**config.mk**
```make
export PLATFORM = sky130hd
export DESIGN_NAME = eif_top
export DESIGN_NICKNAME = d
export VERILOG_FILES = /design/src/hw/eif_pkg.sv /design/src/hw/eif_top.sv
export SDC_FILE = /design/constraint.sdc
export NUM_CORES = 1
export LEC_CHECK = 0
export BUFFER_PORTS_ARGS = -buffer_cell sky130_fd_sc_hd__clkbuf_2
export CAP_MARGIN = 30
export CORE_UTILIZATION = 51
export DETAILED_ROUTE_END_ITERATION = 8
export PLACE_DENSITY = 0.83
export SYNTH_ARGS = -nofsm -noshare
export SYNTH_HDL_FRONTEND = slang
export SYNTH_SLANG_ARGS = --single-unit
```
**constraint.sdc**
```tcl
create_clock -name i_clk -period 3.3 [get_ports i_clk]
set_input_delay 0.33 -clock i_clk [delete_from_list [all_inputs] [get_ports i_clk]]
set_output_delay 0.33 -clock i_clk [all_outputs]
set_load 0.005 [all_outputs]
```
**src/hw/eif_pkg.sv**
```systemverilog
// constants for the interrupt enable and microframe index block
//
// Function
// - host interrupt raised when a source is enabled and its flag is active
// - flags still set for disabled sources so software can poll them
// - enable bit 5 gates async advance flag, issued at next threshold
// - enable bit 4 gates host system error flag, issued immediately
// - enable bit 3 gates frame list wrap flag, issued immediately
// - enable bit 2 gates port change flag, issued immediately
// - enable bit 1 gates transaction error flag, issued at next threshold
// - enable bit 0 gates transfer done flag, issued at next threshold
// - frame index updates once every 125 us microframe while running
// - 14-bit frame index increments by one at each microframe end
// - start-of-frame number is frame index bits 13 to 3
// - list entry index is bits N to 3, each entry used eight microframes
// - list size code 00/01/10 gives N of 12/11/10, code 11 reserved
// - a frame index write also changes later start-of-frame numbers
// - wrap flag set each time the index rolls over for the list size
// - host system error clears run/stop so scheduling stops
package eif_pkg;

  // ****************************************
  // register map
  // ****************************************
  localparam logic [7:0] ADDR_IRQ_EN   = 8'h28; // interrupt_enable_mask
  localparam logic [7:0] ADDR_UF_INDEX = 8'h2C; // microframe_index
  localparam logic [5:0] IRQ_EN_RESET  = 6'h00;
  localparam logic [13:0] UF_INDEX_RESET = 14'h0000;
  localparam int NUM_SRC = 6;
  localparam int IDX_W   = 14;

  // ****************************************
  // source bit positions
  // ****************************************
  localparam int BIT_XFER_DONE = 0;
  localparam int BIT_XFER_ERR  = 1;
  localparam int BIT_PORT_CHG  = 2;
  localparam int BIT_LIST_WRAP = 3;
  localparam int BIT_HOST_ERR  = 4;
  localparam int BIT_ASYNC_ADV = 5;
  localparam logic [5:0] THRESH_MASK = 6'h23; // bits 5,1,0 wait for threshold
  localparam logic [5:0] IMMED_MASK  = 6'h1C; // bits 4,3,2 immediate

  // ****************************************
  // list size codes and timing
  // ****************************************
  localparam logic [1:0] FLS_1024 = 2'h0;
  localparam logic [1:0] FLS_512  = 2'h1;
  localparam logic [1:0] FLS_256  = 2'h2;
  localparam int UFRAME_NS  = 125000;
  localparam int CLK_NS     = 10;
  localparam int UFRAME_CYC = UFRAME_NS / CLK_NS;

endpackage

```
**src/hw/eif_top.sv**
```systemverilog
// interrupt enable gating and microframe index counter
`timescale 1ns/10ps
module eif_top #(
  parameter int P_UFRAME_CYC = eif_pkg::UFRAME_CYC
) (
  input  wire logic        i_clk,
  input  wire logic        i_rst,
  input  wire logic        i_reg_wr,
  input  wire logic        i_reg_rd,
  input  wire logic [7:0]  i_reg_addr,
  input  wire logic [3:0]  i_reg_be,
  input  wire logic [31:0] i_reg_wdata,
  input  wire logic        i_run_stop,
  input  wire logic        i_halted,
  input  wire logic [1:0]  i_list_size,
  input  wire logic        i_irq_threshold,
  input  wire logic        i_set_xfer_done,
  input  wire logic        i_set_xfer_err,
  input  wire logic        i_set_port_chg,
  input  wire logic        i_set_host_err,
  input  wire logic        i_set_async_adv,
  input  wire logic [5:0]  i_flag_clr,
  output logic [31:0]      o_reg_rdata,
  output logic             o_reg_rvalid,
  output logic             o_irq,
  output logic [5:0]       o_flags,
  output logic             o_run_stop_clr,
  output logic             o_uframe_end,
  output logic [10:0]      o_sof_frame_num,
  output logic [9:0]       o_list_index
);

  // ****************************************
  // decode helpers
  // ****************************************

  // list size code to top index bit N, reserved code treated as 1024
  function automatic logic [3:0] top_bit(input logic [1:0] list_size_select);
    case (list_size_select)
      eif_pkg::FLS_512: top_bit = 4'hB;
      eif_pkg::FLS_256: top_bit = 4'hA;
      default:          top_bit = 4'hC;
    endcase
  endfunction

  // ****************************************
  // state
  // ****************************************
  logic [5:0]  irq_en_r;
  logic [5:0]  flags_r;
  logic [5:0]  flags_nxt;
  logic [5:0]  armed_r;
  logic [5:0]  armed_nxt;
  logic [13:0] idx_r;
  logic [13:0] idx_nxt;
  logic [13:0] idx_inc;
  logic [13:0] cyc_cnt_r;
  logic        tick;
  logic        wrap_evt;
  logic [3:0]  wrap_pos;
  logic [5:0]  set_vec;
  logic        wr_en;
  logic        wr_idx;
  logic        full_word;

  assign full_word = (i_reg_be == 4'hF);
  assign wr_en     = i_reg_wr && (i_reg_addr == eif_pkg::ADDR_IRQ_EN);
  // index writes honoured only as full words while halted
  assign wr_idx    = i_reg_wr && (i_reg_addr == eif_pkg::ADDR_UF_INDEX)
                     && full_word && i_halted;

  // ****************************************
  // enable register
  // ****************************************

  // reserved bits are not stored and read back as zero
  always_ff @(posedge i_clk or posedge i_rst)
  begin
    if (i_rst)
      irq_en_r <= eif_pkg::IRQ_EN_RESET;
    else if (wr_en && i_reg_be[0])
      irq_en_r <= i_reg_wdata[5:0];
  end

  // ****************************************
  // microframe timebase
  // ****************************************
  assign tick = i_run_stop && !i_halted
                && (cyc_cnt_r == 14'(P_UFRAME_CYC - 1));

  // cycle counter, idle while stopped
  always_ff @(posedge i_clk or posedge i_rst)
  begin
    if (i_rst)
      cyc_cnt_r <= 14'h0000;
    else if (!i_run_stop || i_halted || tick)
      cyc_cnt_r <= 14'h0000;
    else
      cyc_cnt_r <= cyc_cnt_r + 14'h0001;
  end

  // ****************************************
  // frame index
  // ****************************************
  assign idx_inc  = idx_r + 14'h0001;
  assign wrap_pos = top_bit(i_list_size) + 4'h1;
  // rollover seen as a toggle of the bit above the list index
  assign wrap_evt = tick && (idx_r[wrap_pos] != idx_inc[wrap_pos]);

  // next index: software write, else count
  always_comb
  begin
    idx_nxt = idx_r;
    if (wr_idx)
      idx_nxt = i_reg_wdata[13:0];
    else if (tick)
      idx_nxt = idx_inc;
  end

  always_ff @(posedge i_clk or posedge i_rst)
  begin
    if (i_rst)
      idx_r <= eif_pkg::UF_INDEX_RESET;
    else
      idx_r <= idx_nxt;
  end

  // sof number and list index follow the index
  always_ff @(posedge i_clk or posedge i_rst)
  begin
    if (i_rst)
    begin
      o_sof_frame_num <= 11'h000;
      o_list_index    <= 10'h000;
      o_uframe_end    <= 1'b0;
    end
    else
    begin
      o_sof_frame_num <= idx_nxt[13:3];
      o_list_index    <= idx_nxt[12:3]
                         & (10'h3FF >> (4'hC - top_bit(i_list_size)));
      o_uframe_end    <= tick;
    end
  end

  // ****************************************
  // status flags
  // ****************************************
  always_comb
  begin
    set_vec                         = 6'h00;
    set_vec[eif_pkg::BIT_XFER_DONE] = i_set_xfer_done;
    set_vec[eif_pkg::BIT_XFER_ERR]  = i_set_xfer_err;
    set_vec[eif_pkg::BIT_PORT_CHG]  = i_set_port_chg;
    set_vec[eif_pkg::BIT_LIST_WRAP] = wrap_evt;
    set_vec[eif_pkg::BIT_HOST_ERR]  = i_set_host_err;
    set_vec[eif_pkg::BIT_ASYNC_ADV] = i_set_async_adv;
  end

  // flags set regardless of enables, set wins over clear
  assign flags_nxt = (flags_r & ~i_flag_clr) | set_vec;

  always_ff @(posedge i_clk or posedge i_rst)
  begin
    if (i_rst)
      flags_r <= 6'h00;
    else
      flags_r <= flags_nxt;
  end

  // ****************************************
  // threshold pending
  // ****************************************

  // threshold sources arm at a boundary, disarm once acknowledged
  assign armed_nxt = (armed_r | ({6{i_irq_threshold}} & flags_r & irq_en_r
                     & eif_pkg::THRESH_MASK)) & flags_nxt & irq_en_r;

  always_ff @(posedge i_clk or posedge i_rst)
  begin
    if (i_rst)
      armed_r <= 6'h00;
    else
      armed_r <= armed_nxt;
  end

  // ****************************************
  // outputs
  // ****************************************

  // one interrupt: immediate sources plus armed threshold sources
  always_ff @(posedge i_clk or posedge i_rst)
  begin
    if (i_rst)
      o_irq <= 1'b0;
    else
      o_irq <= |((flags_r & irq_en_r & eif_pkg::IMMED_MASK) | armed_r);
  end

  // flag mirror and run/stop clear request
  always_ff @(posedge i_clk or posedge i_rst)
  begin
    if (i_rst)
    begin
      o_flags        <= 6'h00;
      o_run_stop_clr <= 1'b0;
    end
    else
    begin
      o_flags        <= flags_r;
      o_run_stop_clr <= i_set_host_err;
    end
  end

  // read port, one cycle after the request
  always_ff @(posedge i_clk or posedge i_rst)
  begin
    if (i_rst)
    begin
      o_reg_rdata  <= 32'h0000_0000;
      o_reg_rvalid <= 1'b0;
    end
    else
    begin
      o_reg_rvalid <= i_reg_rd;
      if (!i_reg_rd)
        o_reg_rdata <= 32'h0000_0000;
      else if (i_reg_addr == eif_pkg::ADDR_IRQ_EN)
        o_reg_rdata <= {26'h0000000, irq_en_r};
      else if (i_reg_addr == eif_pkg::ADDR_UF_INDEX)
        o_reg_rdata <= {18'h00000, idx_r};
      else
        o_reg_rdata <= 32'h0000_0000;
    end
  end

  // ****************************************
  // checks
  // ****************************************

  a_irq_masked: assert property (@(posedge i_clk) disable iff (i_rst)
    (((flags_r & irq_en_r) == 6'h00) && (armed_r == 6'h00)) |=> !o_irq)
    else $error("interrupt without enabled active source");

  a_imm_irq: assert property (@(posedge i_clk) disable iff (i_rst)
    ((flags_r & irq_en_r & eif_pkg::IMMED_MASK) != 6'h00) |=> o_irq)
    else $error("immediate source did not raise interrupt");

  a_thresh_wait: assert property (@(posedge i_clk) disable iff (i_rst)
    ((armed_r == 6'h00) && ((flags_r & irq_en_r & eif_pkg::IMMED_MASK) == 6'h00)) |=> !o_irq)
    else $error("threshold source fired before boundary");

  a_thresh_arm: assert property (@(posedge i_clk) disable iff (i_rst)
    (i_irq_threshold && flags_r[0] && irq_en_r[0] && !i_flag_clr[0]
     && !(wr_en && i_reg_be[0] && !i_reg_wdata[0])) |=> ##1 o_irq)
    else $error("done source not issued at threshold");

  a_flag_poll: assert property (@(posedge i_clk) disable iff (i_rst)
    (i_set_port_chg && !irq_en_r[eif_pkg::BIT_PORT_CHG]) |=> ##1 o_flags[2])
    else $error("disabled source flag not set");

  a_idx_inc: assert property (@(posedge i_clk) disable iff (i_rst)
    (tick && !wr_idx) |=> (idx_r == $past(idx_r) + 14'h0001))
    else $error("index did not step by one");

  a_tick_space: assert property (@(posedge i_clk) disable iff (i_rst)
    tick |=> !tick && (cyc_cnt_r == 14'h0000))
    else $error("microframe tick spacing wrong");

  a_sof_num: assert property (@(posedge i_clk) disable iff (i_rst)
    o_sof_frame_num == idx_r[13:3])
    else $error("sof number not index bits 13 to 3");

  a_wrap_set: assert property (@(posedge i_clk) disable iff (i_rst)
    (tick && (idx_r[12:0] == 13'h1FFF) && (i_list_size == eif_pkg::FLS_1024))
    |=> flags_r[eif_pkg::BIT_LIST_WRAP])
    else $error("wrap flag not set at rollover");

  a_hse_stop: assert property (@(posedge i_clk) disable iff (i_rst)
    i_set_host_err |=> o_run_stop_clr ##1 o_flags[4])
    else $error("host error did not clear run stop");

  a_idx_write: assert property (@(posedge i_clk) disable iff (i_rst)
    wr_idx |=> (o_sof_frame_num == $past(i_reg_wdata[13:3])))
    else $error("index write did not reach sof number");

  a_wrap_mid: assert property (@(posedge i_clk) disable iff (i_rst)
    (tick && (idx_r[11:0] == 12'hFFF) && (i_list_size == eif_pkg::FLS_512))
    |=> flags_r[eif_pkg::BIT_LIST_WRAP])
    else $error("wrap flag not set at half size rollover");

  a_list_index: assert property (@(posedge i_clk) disable iff (i_rst)
    (i_list_size == eif_pkg::FLS_256) |=> (o_list_index == {2'h0, idx_r[10:3]}))
    else $error("list index not index bits 10 to 3");

  a_rd_enable: assert property (@(posedge i_clk) disable iff (i_rst)
    (i_reg_rd && (i_reg_addr == eif_pkg::ADDR_IRQ_EN))
    |=> o_reg_rvalid && (o_reg_rdata == {26'h0000000, $past(irq_en_r)}))
    else $error("enable read data wrong");

  a_stop_idle: assert property (@(posedge i_clk) disable iff (i_rst)
    (!i_run_stop || i_halted) |=> !o_uframe_end)
    else $error("microframe ended while stopped");

endmodule

```
* Yosys cells after proc, flatten, opt, wreduce, memory -nomap -nowiden *
Cells that the tools add are included.

storage, ports and cells
  bits in registers = 98
  bits of input ports = 64
  output and inout bits = 63
  logic and storage cells = 63

operators by class
  add/sub/neg operators = 4
  order comparisons = 1
  equal/unequal tests = 7
  shift operators = 1
  mux-type cells = 11
  bitwise operators = 11
  reduce and logical (&&, ||, !) cells = 14

operators with widths
  cell                                                                   count
  14-bit two-way mux                                                     6
  6-bit AND                                                              5
  14-bit by 1-bit adder with 14-bit output, second input constant        2
  8-bit by 6-bit equality test with 1-bit output, second input constant  2
  14-bit equality test, second input constant                            1
  6-bit bitwise OR                                                       2
  10-bit AND                                                             1
  10-bit by 4-bit right shift with 10-bit output, first input constant   1
  1-bit binary-select mux with 4-bit select                              2
  1-bit logical AND                                                      8
  6-bit NOT                                                              1
  5-bit by 6-bit bitwise OR with 6-bit output                            1
  3-bit case mux with 2 select lines                                     1
  6-bit OR reduction                                                     1
  5-bit AND                                                              1
  4-bit by 5-bit < comparator with 1-bit output, second input constant   1
  4-bit by 1-bit adder with 4-bit output, second input constant          1
  4-bit equality test, second input constant                             1
  4-bit subtractor, first input constant                                 1
  2-bit by 1-bit equality test with 1-bit output, second input constant  1
  2-bit equality test, second input constant                             1
  1-bit logical NOT                                                      2
  1-bit logical OR                                                       2
  1-bit two-way mux                                                      2
  other kinds (2)                                                        2

* Logic depth before layout (Yosys ltp) *
Gate-level depths: netlist of the first run.

  depth in word-level cells = 10
  gate-level depth with buffers = 9
  mapped depth without buffers = 8

* Worst setup path after synthesis of the first run *
Ideal clock, no wire load.

  path kind = in2reg
  from = input port i_list_size[0]
  to = register armed_r[3]
  setup time = 82 ps
  arrival time = 2161 ps
  required time = 3218 ps
  slack = 1057 ps
  stages on the path = 8
  buffers on the path = 1
  path through = inv_1 ha_1 clkbuf_1 a2111oi_0 a2111oi_0 a311o_1 or4_1 a31oi_1

between the ends
  word-level cells in the longest chain between the ends = 10
  elaborated cells between the ends (all ways) = 13
  those cells by class = 1 x add/sub; 3 x eq/ne; 5 x mux; 3 x bitwise; 1 x reduce/logical

ends and longest elaborated chain
  what                                                                                          RTL line        source
  from (decl)                                                                                   eif_top.sv:15   input wire logic [1:0] i_list_size,
  2-bit equality test / 2-bit by 1-bit equality test with 1-bit output (equally long branches)  eif_top.sv:39   case (list_size_select)
  3-bit case mux with 2 select lines *                                                          eif_top.sv:39
  4-bit by 1-bit adder with 4-bit output *                                                      eif_top.sv:106  assign wrap_pos = top_bit(i_list_size) + 4'h1;
  1-bit binary-select mux with 4-bit select                                                     eif_top.sv:108  assign wrap_evt = tick && (idx_r[wrap_pos] != idx_inc[wrap_pos]);
  1-bit two-way mux (not written as such)                                                       eif_top.sv:108
  1-bit inequality test *                                                                       eif_top.sv:108
  1-bit logical AND *                                                                           eif_top.sv:108
  6-bit bitwise OR *                                                                            eif_top.sv:161  assign flags_nxt = (flags_r & ~i_flag_clr) | set_vec;
  6-bit AND * (2 in a row)                                                                      eif_top.sv:177  & eif_pkg::THRESH_MASK)) & flags_nxt & irq_en_r;
  net armed_nxt[3]                                                                              eif_top.sv:53   logic [5:0] armed_nxt;
  to (signal assigned)                                                                          eif_top.sv:184  armed_r <= armed_nxt;
  to (decl)                                                                                     eif_top.sv:52   logic [5:0] armed_r;

The timed path passes the listed nets; every way through them passes the cells marked *. The select of a mux whose other input is x is not followed.
A chain may end at the register's enable or synchronous reset.

* Final worst setup path of the first run *
  from = register cyc_cnt_r[2]
  to = register armed_r[3]

between the ends
  word-level cells in the longest chain between the ends = 6

ends and longest elaborated chain
  what                    RTL line        source
  from (decl)             eif_top.sv:57   logic [13:0] cyc_cnt_r;
  from (signal assigned)  eif_top.sv:99   cyc_cnt_r <= cyc_cnt_r + 14'h0001;
  14-bit equality test    eif_top.sv:89   && (cyc_cnt_r == 14'(P_UFRAME_CYC - 1));
  1-bit logical AND       eif_top.sv:89
  1-bit logical AND       eif_top.sv:108
  6-bit bitwise OR        eif_top.sv:161
  6-bit AND (2 in a row)  eif_top.sv:177
  net armed_nxt[3]        eif_top.sv:53

The timed path passes the listed nets, and every way through them passes these cells.

==> key figures, run 1 <==
Power and ir drop
  – Flop pwr share: 51.2%
  – Worst VDD drop: 0.214 mV
  – Clock network power share: 43.5%
  – Pint: 1.54 mW
  – PD cells: 438 nW/um2
  – NetSw: 421 uW
  – Leakage: 2.35 nW
  – Net Sw Frac: 21.5%
  – Combinational share of power: 5.3%

CTS
  – CTS clk-pin slew, worst paths: 0.09 ns
  – CTS root buffer: clkbuf_8
  – Clock Sinks: 80
  – Post-CTS sizing: 0
  – CTS max path bufs: 2
  – CTS tree: done
  – Setup Buffers After CTS: 0
  – Cts bufs inserted: 9
  – CTS H-tree depth: 3
  – Clk_lat worst skew: 0.35 ns
  – CTS Hold Bufs: 0

Floorplanning
  – Die area: 7800 um2
  – Placeable core area: 7210 um2
  – Ports: 127
  – Row count: 31
  – Initial Util: 52.7%
  – Die Width: 88.3 um
  – Vert. Die Dim: 88.3 um

Synth
  – Synth Flop Type: dfrtp_1
  – Post-synth EDFFs: 0
  – Simple-gate share of the synthesized area: 20.6%
  – Yosys synthesis warning count: 0
  – Sequential share of the synthesized area: 52.7%
  – Mapped cell area: 3800 um2
  – Post-synth cell types: 52
  – Synth Instances: 361
  – Largest family of logic cells by synthesized area: simple AND/OR/NAND/NOR gates
  – Adder-Cell Fraction of Synth Area: 1.65%
  – Avg Cell Area, Syn: 10.5 um2
  – Area contributors post-synth: dfrtp_1, buf_4, nor2_1
  – Mux cell area share after synthesis: 4.71%
  – Post-synth top area share: 52.7%
  – Synthesized flop and latch total: 80
  – FFs w/ async S/R, synth: 100%
  – Compound-Gate Fraction of Synth Area: 7.28%
  – Largest area contributor in the netlist: dfrtp_1
  – Synth Area in XOR/XNOR: 4.61%

Critical path
  – CP max FO: 8
  – Critical R2R Launch: cyc_cnt_r[2]$_DFF_PP0_
  – Startpoint Class: register
  – Worst Setup SP: cyc_cnt_r[2]$_DFF_PP0_
  – Worst setup EP type: register
  – Critical path type: register to register
  – WP data arrival: 2.81 ns
  – WP data required: 3.56 ns

Global routing
  – Total grt overflow: 0
  – First-pass GRT wire length: 12.6 mm
  – Vias in the first global route: 2718
  – Initial antenna violation count: 0
  – Largest net degree at the start of global routing: 52
  – Total Routing Usage GR: 21.5%

Timing
  – Fmax: 0.393 GHz
  – Slew @ Worst Pin: 0.817 ns
  – Post-layout min period: 2.54 ns
  – Fin. max-slew vios: 0
  – Final setup viols: 0
  – Unrepaired setup endpoints after global routing: false
  – Fin. Hold Viols: 0
  – Worst rel slew slack: 45.5%
  – Fin crit share: 77.0%
  – Layout Skew: 0.0137 ns
  – Setup TNS: 0 ns

Layout
  – Area Overhead vs Synth: 17.7%
  – Filler cells: 606
  – Area occupied by multi-input gates: 1550 um2
  – Final nets: 516
  – Storage element area: 2000 um2
  – Non-filler instance count after layout: 551
  – Leading cell types in the layout, fill and taps excluded: clkbuf_2, dfrtp_1, nor2_1
  – Commonest non-fill, non-tap cell in the layout: clkbuf_2
  – Ant. Diodes: 0
  – Share of layout cells above drive strength 1: 28.3%

Run status
  – Status: finished, final reports clean

Route
  – Vias per inst: 5.17
  – WL/cell: 14.1 um
  – Initial DRC count: 191
  – Routed Antenna Nets: 0
  – DR DRC count: 0
  – Routed via count: 2847
  – DRT Wirelength: 7.75 mm
  – Drt first pass iters: 4

Place
  – DP HPWL: 5.96 mm
  – IO buf count: 90
  – Inst Count DP: 535
  – GPL Wtd Cong: 0.846

Flow run
  – # Max-Cap Violations: 0

Worst hold path
  – Worst hold path type: primary input to async pin
[worst paths after layout]
path / endpoint / slack (ns) / cells after the start
worst min-delay path: o_flags[3]$_DFF_PP0_ / 0.1 / 2
max in group asynchronous: o_reg_rdata[12]$_DFF_PP0_ / 2.49 / 3
min in group i_clk: o_run_stop_clr$_DFF_PP0_ / 0.10 / 1
worst max register to register: armed_r[3]$_DFF_PP0_ / 0.76 / 5
worst max-delay path: armed_r[3]$_DFF_PP0_ / 0.76 / 5
worst min register to register: o_flags[3]$_DFF_PP0_ / 0.40 / 0
[flip-flops by register name (all words and copies together), names as in the netlist]
| name | count |
|---|---|
| armed_r | 6 |
| cyc_cnt_r | 14 |
| flags_r | 6 |
| idx_r | 14 |
| irq_en_r | 6 |
| o_flags | 6 |
| o_irq | 1 |
| o_list_index | 10 |
| o_reg_rdata | 14 |
| o_reg_rvalid | 1 |
| o_run_stop_clr | 1 |
| o_uframe_end | 1 |
[cell type report]
cell class	instances	area share, %
sequential	80	44.7
multi-input combinational	243	34.6
clock buffer	9	2.77
timing repair buffer	95	10.9
tap	99	2.77
clock inverter	7	2.63
inverter	18	1.54
[metrics by stage]
| stage | worst slack (ns) | utilization (%) | area, um2 | power (mW) | hold WS, ns |
|---|---|---|---|---|---|
| 2_1_floorplan | 0.918 | - | 3860 | 1.09 | 0.361 |
| 3_3_place_gp | 0.821 | 58.7 | 4230 | 1.13 | 0.393 |
| 3_5_place_dp | 0.772 | 58.7 | 4230 | 1.13 | 0.390 |
| 4_1_cts | 0.747 | 62.0 | 4470 | 1.98 | 0.0894 |
| 5_1_grt | 0.523 | 62.0 | 4470 | 2.03 | 0.0905 |
| 6_report | 0.758 | 62.0 | 4470 | 1.96 | 0.0953 |
[critical path: stages (launching register included)]
cell and delay (ns):
dfrtp_1 0.45, or4_4 0.57, nor4_4 0.46, nand2_4 0.16
or4_1 0.62, a31oi_1 0.21
[routing by layer]
metal	global-route usage (%)	vias to the layer above	wire (um)
met5	0	-	0
met4	8.80	0	126
met3	4.10	9	525
met2	34.0	115	3730
met1	29.3	1355	3370
li1	-	1368	-
[synthesized netlist by cell type, drive strengths merged, types with 2 or more instances]
cell type and n:
clkbuf 7, nand2b 3, a21o 6, and3b 3
buf 30, nor3 9, nor2 35, nand3 18
mux2i 10, nor2b 4, xor2 15, dfrtp 80
a211oi 2, mux2 7, xnor2 5, a2111oi 3
inv 18, and3 8, nor4 5, a21oi 6
o21ai 9, a32oi 2, nand2 29, ha 5
nand4 8, and2 12, a31oi 3, a22oi 2
or4 2
[power by group through the flow]
| stage | logic [mW] | registers (mW) | clock network, mW |
|---|---|---|---|
| after floorplan | 0.0695 | 1.02 | 0 |
| after global placement | 0.103 | 1.02 | 0 |
| after detailed placement | 0.105 | 1.02 | 0 |
| after CTS | 0.106 | 1.00 | 0.866 |
| after global routing | 0.120 | 1.01 | 0.902 |
| final | 0.105 | 1.00 | 0.852 |
[logic make-up (layout without fill, tap and decap cells)]
| family | count (synthesis) | count (layout) |
|---|---|---|
| adder cells (fa/ha/maj) | 5 | 5 |
| other | 1 | 18 |
| multiplexers | 17 | 17 |
| AND/OR/NAND/NOR | 143 | 143 |
| AO/OA/AOI/OAI | 40 | 40 |
| flip-flops | 80 | 80 |
| buffers and inverters | 55 | 129 |
| XOR/XNOR | 20 | 20 |
Note: power is estimated with default switching activity, not from simulation.
==> run 2: changes to the inputs <==
Clock period 3.3 ns to 2.5 ns, I/O delays scaled along.
==> key figures, run 2 (same netlist as run 1, synthesis figures left out) <==
CTS
  – CTS H-tree depth: 3 (unchanged)
  – Cts bufs inserted: 9 (unchanged)
  – CTS tree: done (unchanged)
  – CTS root buffer: clkbuf_8 (unchanged)
  – CTS max path bufs: 2 (unchanged)
  – CTS clk-pin slew, worst paths: 0.09 ns (about the same)
  – Clk_lat worst skew: 0.35 ns (about the same)
  – Clock Sinks: 80 (unchanged)

Route
  – DR top layer: met4 (unchanged)
  – DRT Wirelength: 8.27 mm (was 7.75 mm)
  – DRT met1 WL: 3.63 mm (was 3.37 mm)
  – Met3 wire length: 546 um (was 525 um)
  – Met2 WL: 3.98 mm (was 3.73 mm)
  – Drt first pass iters: 5 (was 4)
  – Routed Antenna Nets: 0 (unchanged)
  – Vias per inst: 5.21 (was 5.17)
  – DR DRC count: 0 (unchanged)
  – Routed via count: 2946 (was 2847)
  – Initial DRC count: 256 (was 191)
  – WL/cell: 14.6 um (was 14.1 um)

Power and ir drop
  – Worst VDD drop: 0.301 mV (was 0.214 mV)
  – Total power: 2.65 mW (was 1.96 mW)
  – Leakage: 2.42 nW (was 2.35 nW)
  – PD cells: 573 nW/um2 (was 438 nW/um2)

Timing
  – Fin crit share: 94.8% (was 77.0%)
  – Post-layout min period: 2.37 ns (was 2.54 ns)
  – Fin. max-slew vios: 0 (unchanged)
  – Fin. Hold Viols: 0 (unchanged)
  – Setup TNS: 0 ns (unchanged)
  – Final setup viols: 0 (unchanged)
  – Final setup margin: 0.130 ns (was 0.758 ns)
  – Fmax: 0.422 GHz (was 0.393 GHz)
  – Unrepaired setup endpoints after global routing: false (unchanged)
  – Worst rel slew slack: 57.6% (was 45.5%)
  – Slew @ Worst Pin: 0.635 ns (was 0.817 ns)
  – Layout Skew: 0.0112 ns (was 0.0137 ns)

Layout
  – Top Registers: cyc_cnt_r: 14 flops, idx_r: 14 flops, o_reg_rdata: 14 flops (unchanged)
  – Area occupied by multi-input gates: 1570 um2 (was 1550 um2)
  – Storage element area: 2000 um2 (unchanged)
  – Final nets: 530 (was 516)
  – Commonest non-fill, non-tap cell in the layout: clkbuf_2 (unchanged)
  – Area Overhead vs Synth: 21.7% (was 17.7%)
  – Filler cells: 606 (unchanged)
  – Share of layout cells above drive strength 1: 31.1% (was 28.3%)
  – Ant. Diodes: 0 (unchanged)
  – Core Util, Final: 64.1% (was 62.0%)
  – Leading cell types in the layout, fill and taps excluded: clkbuf_2, dfrtp_1, nor2_1 (unchanged)

Critical path
  – WP data arrival: 2.65 ns (was 2.81 ns)
  – Worst Setup SP: idx_r[2]$_DFFE_PP0P_ (was cyc_cnt_r[2]$_DFF_PP0_)
  – WP data required: 2.78 ns (was 3.56 ns)
  – Critical R2R Launch: idx_r[2]$_DFFE_PP0P_ (was cyc_cnt_r[2]$_DFF_PP0_)
  – Critical path type: register to register (unchanged)
  – Worst setup EP type: register (unchanged)
  – Startpoint Class: register (unchanged)
  – CP max FO: 7 (was 8)

Place
  – DP HPWL: 6.27 mm (was 5.96 mm)
  – IO buf count: 90 (unchanged)
  – Pre-CTS WS: 0.0481 ns (was 0.772 ns)
  – GPL Wtd Cong: 0.880 (was 0.846)

Global routing
  – First-pass GRT wire length: 13.1 mm (was 12.6 mm)
  – Total grt overflow: 0 (unchanged)
  – Total Routing Usage GR: 22.5% (was 21.5%)
  – Vias in the first global route: 2724 (was 2718)
  – Largest net degree at the start of global routing: 45 (was 52)
  – Initial antenna violation count: 0 (unchanged)

Floorplanning
  – Placeable core area: 7210 um2 (unchanged)
  – Ports: 127 (unchanged)
  – Initial Util: 52.7% (unchanged)
  – Die Width: 88.3 um (unchanged)
  – Row count: 31 (unchanged)
  – Vert. Die Dim: 88.3 um (unchanged)
  – Die area: 7800 um2 (unchanged)

Run status
  – Status: finished, final reports clean (unchanged)

Worst hold path
  – Worst hold path type: primary input to register (was primary input to async pin)
  – HP Start: i_reg_rd

Flow run
  – # Max-Cap Violations: 0 (unchanged)
[run 2: final cells by class]
| type | count | share of cell area, % |
|---|---|---|
| Multi-Input combinational cell | 243 | 34.0 |
| Clock buffer | 9 | 2.68 |
| Timing Repair Buffer | 109 | 13.1 |
| Inverter | 18 | 1.49 |
| Tap cell | 99 | 2.68 |
| Clock inverter | 7 | 2.76 |
| Sequential cell | 80 | 43.3 |
[run 2: repair_timing]
item | in CTS | in global routing
setup endpoints to repair | 0 | 2
setup buffers | 0 | 1
hold buffers | 1 | 0
hold endpoints to repair | 36 | 0
resized for setup | 0 | 6
[run 2: layer usage]
layer  vias to the layer above  global-route usage (%)
li1                       1394                       -
met1                      1420                    31.1
met2                       123                    34.9
met3                         9                    4.94
met4                         0                    8.65
met5                         -                       0
[run 2: worst paths after layout]
kind                                           to  slack [ns]  cells past startpoint
max                          armed_r[3]$_DFF_PP0_        0.13                      6
min                        o_reg_rvalid$_DFF_PP0_        0.02                      1
max reg2reg                  armed_r[3]$_DFF_PP0_        0.13                      6
min reg2reg                  o_flags[3]$_DFF_PP0_        0.41                      0
max in group asynchronous     idx_r[10]$_DFF_PP0_        1.37                      4
min in group asynchronous    o_flags[4]$_DFF_PP0_        0.49                      3
[run 2: worst max-delay path: stages, from the launching register on]
cell     delay (ns)
dfrtp_1        0.48
nand3_1        0.27
nor4_4         0.36
mux2i_1        0.13
a311o_1        0.30
or4_1          0.56
a31oi_1        0.20
[run 2: power by group]
part	internal (mW)	switching (mW)	total [mW]	leakage (nW)
Sequential	1.31	0.0122	1.32	1.08
Combinational	0.0608	0.0842	0.145	1.22
Clock	0.677	0.503	1.18	0.126
Total	2.05	0.599	2.65	2.42
[run 2: metrics by stage]
stage | std cells | cell area [um2] | hold WS (ns)
floorplan | 378 | 3860 | 0.281
global placement | 547 | 4340 | 0.326
detailed placement | 547 | 4340 | 0.333
CTS | 564 | 4600 | 0.00506
global route | 565 | 4620 | 0.00947
finish | 565 | 4620 | 0.0171
==> run 3: changes to the inputs <==
Settings changed: BUFFER_PORTS_ARGS -buffer_cell sky130_fd_sc_hd__clkbuf_2 to not set, CORE_UTILIZATION 51 to 56, DONT_BUFFER_PORTS set to 1, PLACE_DENSITY 0.83 to 0.73.
==> key figures, run 3 (same netlist as run 1, synthesis figures left out) <==
Run status
  – Status: finished, violations left (was finished, final reports clean)
  – Failing checks: DRC

Power and ir drop
  – Leakage: 2.04 nW (was 2.42 nW)
  – Clock network power share: 37.6% (was 44.5%)
  – NetSw: 565 uW (was 599 uW)
  – Combinational share of power: 4.4% (was 5.5%)
  – Flop pwr share: 58.0% (was 50.0%)
  – Total power: 2.29 mW (was 2.65 mW)
  – Net Sw Frac: 24.7% (was 22.6%)
  – Worst VDD drop: 0.415 mV (was 0.301 mV)
  – PD cells: 552 nW/um2 (was 573 nW/um2)
  – Pint: 1.72 mW (was 2.05 mW)

Layout
  – Area Overhead vs Synth: 8.96% (was 21.7%)
  – Core Util, Final: 64.1% (about the same)
  – Cell area after layout: 4140 um2 (was 4620 um2)
  – Storage element area: 2000 um2 (unchanged)
  – Filler cells: 526 (was 606)
  – Top Registers: cyc_cnt_r: 14 flops, idx_r: 14 flops, o_reg_rdata: 14 flops (unchanged)
  – Ant. Diodes: 0 (unchanged)
  – Final nets: 448 (was 530)
  – Commonest non-fill, non-tap cell in the layout: dfrtp_1 (was clkbuf_2)
  – Leading cell types in the layout, fill and taps excluded: dfrtp_1, nor2_1, nand2_1 (was clkbuf_2, dfrtp_1, nor2_1)
  – Share of layout cells above drive strength 1: 14.6% (was 31.1%)
  – Non-filler instance count after layout: 461 (was 565)
  – Area occupied by multi-input gates: 1560 um2 (was 1570 um2)

Global routing
  – Vias in the first global route: 2611 (was 2724)
  – Total Routing Usage GR: 23.4% (was 22.5%)
  – Total grt overflow: 0 (unchanged)
  – First-pass GRT wire length: 12.7 mm (was 13.1 mm)
  – Largest net degree at the start of global routing: 81 (was 45)
  – Initial antenna violation count: 0 (unchanged)

Critical path
  – Worst setup EP type: register (unchanged)
  – CP max FO: 3 (was 7)
  – Startpoint Class: register (unchanged)
  – WP data arrival: 2.60 ns (was 2.65 ns)
  – WP data required: 2.77 ns (was 2.78 ns)
  – Critical path type: register to register (unchanged)

Place
  – Post-DP Area: 3890 um2 (was 4340 um2)
  – Pre-CTS WS: 0.134 ns (was 0.0481 ns)
  – DP HPWL: 5.78 mm (was 6.27 mm)
  – IO buf count: 0 (was 90)
  – Inst Count DP: 439 (was 547)
  – GPL Wtd Cong: 0.876 (was 0.880)

CTS
  – CTS max path bufs: 2 (unchanged)
  – Cts bufs inserted: 9 (unchanged)
  – CTS clk-pin slew, worst paths: 0.08 ns (was 0.09 ns)
  – Clk_lat worst skew: 0.35 ns (about the same)
  – CTS root buffer: clkbuf_8 (unchanged)
  – CTS tree: done (unchanged)
  – CTS H-tree depth: 3 (unchanged)
  – Clock Sinks: 80 (unchanged)

Floorplanning
  – Die area: 7120 um2 (was 7800 um2)
  – Die Width: 84.4 um (was 88.3 um)
  – Row count: 29 (was 31)
  – Vert. Die Dim: 84.4 um (was 88.3 um)
  – Initial Util: 58.8% (was 52.7%)
  – Ports: 127 (unchanged)
  – Placeable core area: 6460 um2 (was 7210 um2)

Worst hold path
  – Worst hold path type: primary input to register (unchanged)

Timing
  – Worst hold margin: 0.0154 ns (was 0.0171 ns)
  – Fin. Hold Viols: 0 (unchanged)
  – Worst rel slew slack: 65.1% (was 57.6%)
  – Final setup viols: 0 (unchanged)
  – Final setup margin: 0.165 ns (was 0.130 ns)
  – Unrepaired setup endpoints after global routing: false (unchanged)
  – Post-layout min period: 2.33 ns (was 2.37 ns)
  – Fin crit share: 93.4% (was 94.8%)
  – Slew @ Worst Pin: 0.521 ns (was 0.635 ns)
  – Setup TNS: 0 ns (unchanged)
  – Fmax: 0.428 GHz (was 0.422 GHz)
  – Layout Skew: 0.00930 ns (was 0.0112 ns)
  – Fin. max-slew vios: 0 (unchanged)

Route
  – Routed via count: 2627 (was 2946)
  – Vias per inst: 5.70 (was 5.21)
  – Drt first pass iters: 8 (was 5)
  – WL/cell: 16.9 um (was 14.6 um)
  – DR DRC count: 8 (was 0)
  – Routed Antenna Nets: 0 (unchanged)
  – Initial DRC count: 156 (was 256)
  – DRT Wirelength: 7.81 mm (was 8.27 mm)

Flow run
  – # Max-Cap Violations: 0 (unchanged)
==> run 3: changes by cell type in the layout (fill, tap and decap cells not counted), sizes merged <==
cell and delta:
buf +3, bufinv -3, clkinv +1, clkbuf -90, dlygate4sd3 +5, inv +1
clkinvlp +1
==> run 3: layout make-up <==
class	count	area share, %
sequential	80	48.4
inverter	18	1.66
tap	77	2.33
clock inverter	7	1.33
timing repair buffer	27	5.56
clock buffer	9	2.99
multi-input combinational	243	37.8
==> run 3: final timing paths <==
path / cells past startpoint / slack, ns / endpoint / start
worst max-delay path: 8 / 0.17 / armed_r[3]$_DFF_PP0_ / idx_r[0]$_DFFE_PP0P_
worst min register to register: 0 / 0.41 / o_flags[0]$_DFF_PP0_ / flags_r[0]$_DFF_PP0_
max in group asynchronous: 3 / 1.75 / idx_r[12]$_DFF_PP0_ / i_rst
min in group asynchronous: 3 / 0.44 / armed_r[2]$_DFF_PP0_ / i_rst
worst max register to register: 8 / 0.17 / armed_r[3]$_DFF_PP0_ / idx_r[0]$_DFFE_PP0P_
worst min-delay path: 1 / 0.02 / flags_r[0]$_DFF_PP0_ / i_set_xfer_done
==> run 3: layer usage <==
metal,track usage [%],share of wire [%]
met5,0,0
met4,8.94,1.7
met3,7.28,8.4
met2,35.4,46
met1,31.9,44
==> run 3: worst max-delay path, cell delays in order (launching register included) <==
cell and delay [ns]:
dfrtp_1 0.36, ha_1 0.18, buf_4 0.12, nand3_1 0.09, nor3_1 0.28, xor2_1 0.12, a311o_1 0.34, or4_1 0.57
a31oi_1 0.19
==> run 3: power by group through the flow <==
stage	sequential (mW)	combinational, mW	clock [mW]
finish	1.33	0.101	0.859
global route	1.33	0.114	0.944
CTS	1.33	0.0990	0.881
detailed placement	1.35	0.0933	0
global placement	1.35	0.0905	0
floorplan	1.35	0.0918	0
==> run 3: what timing repair did <==
action / in CTS / in global routing
setup endpoints to repair: 0 / 2
resized for setup: 0 / 5
hold buffers: 4 / 2
buffers inserted: 0 / 0
hold endpoints to repair: 84 / 2
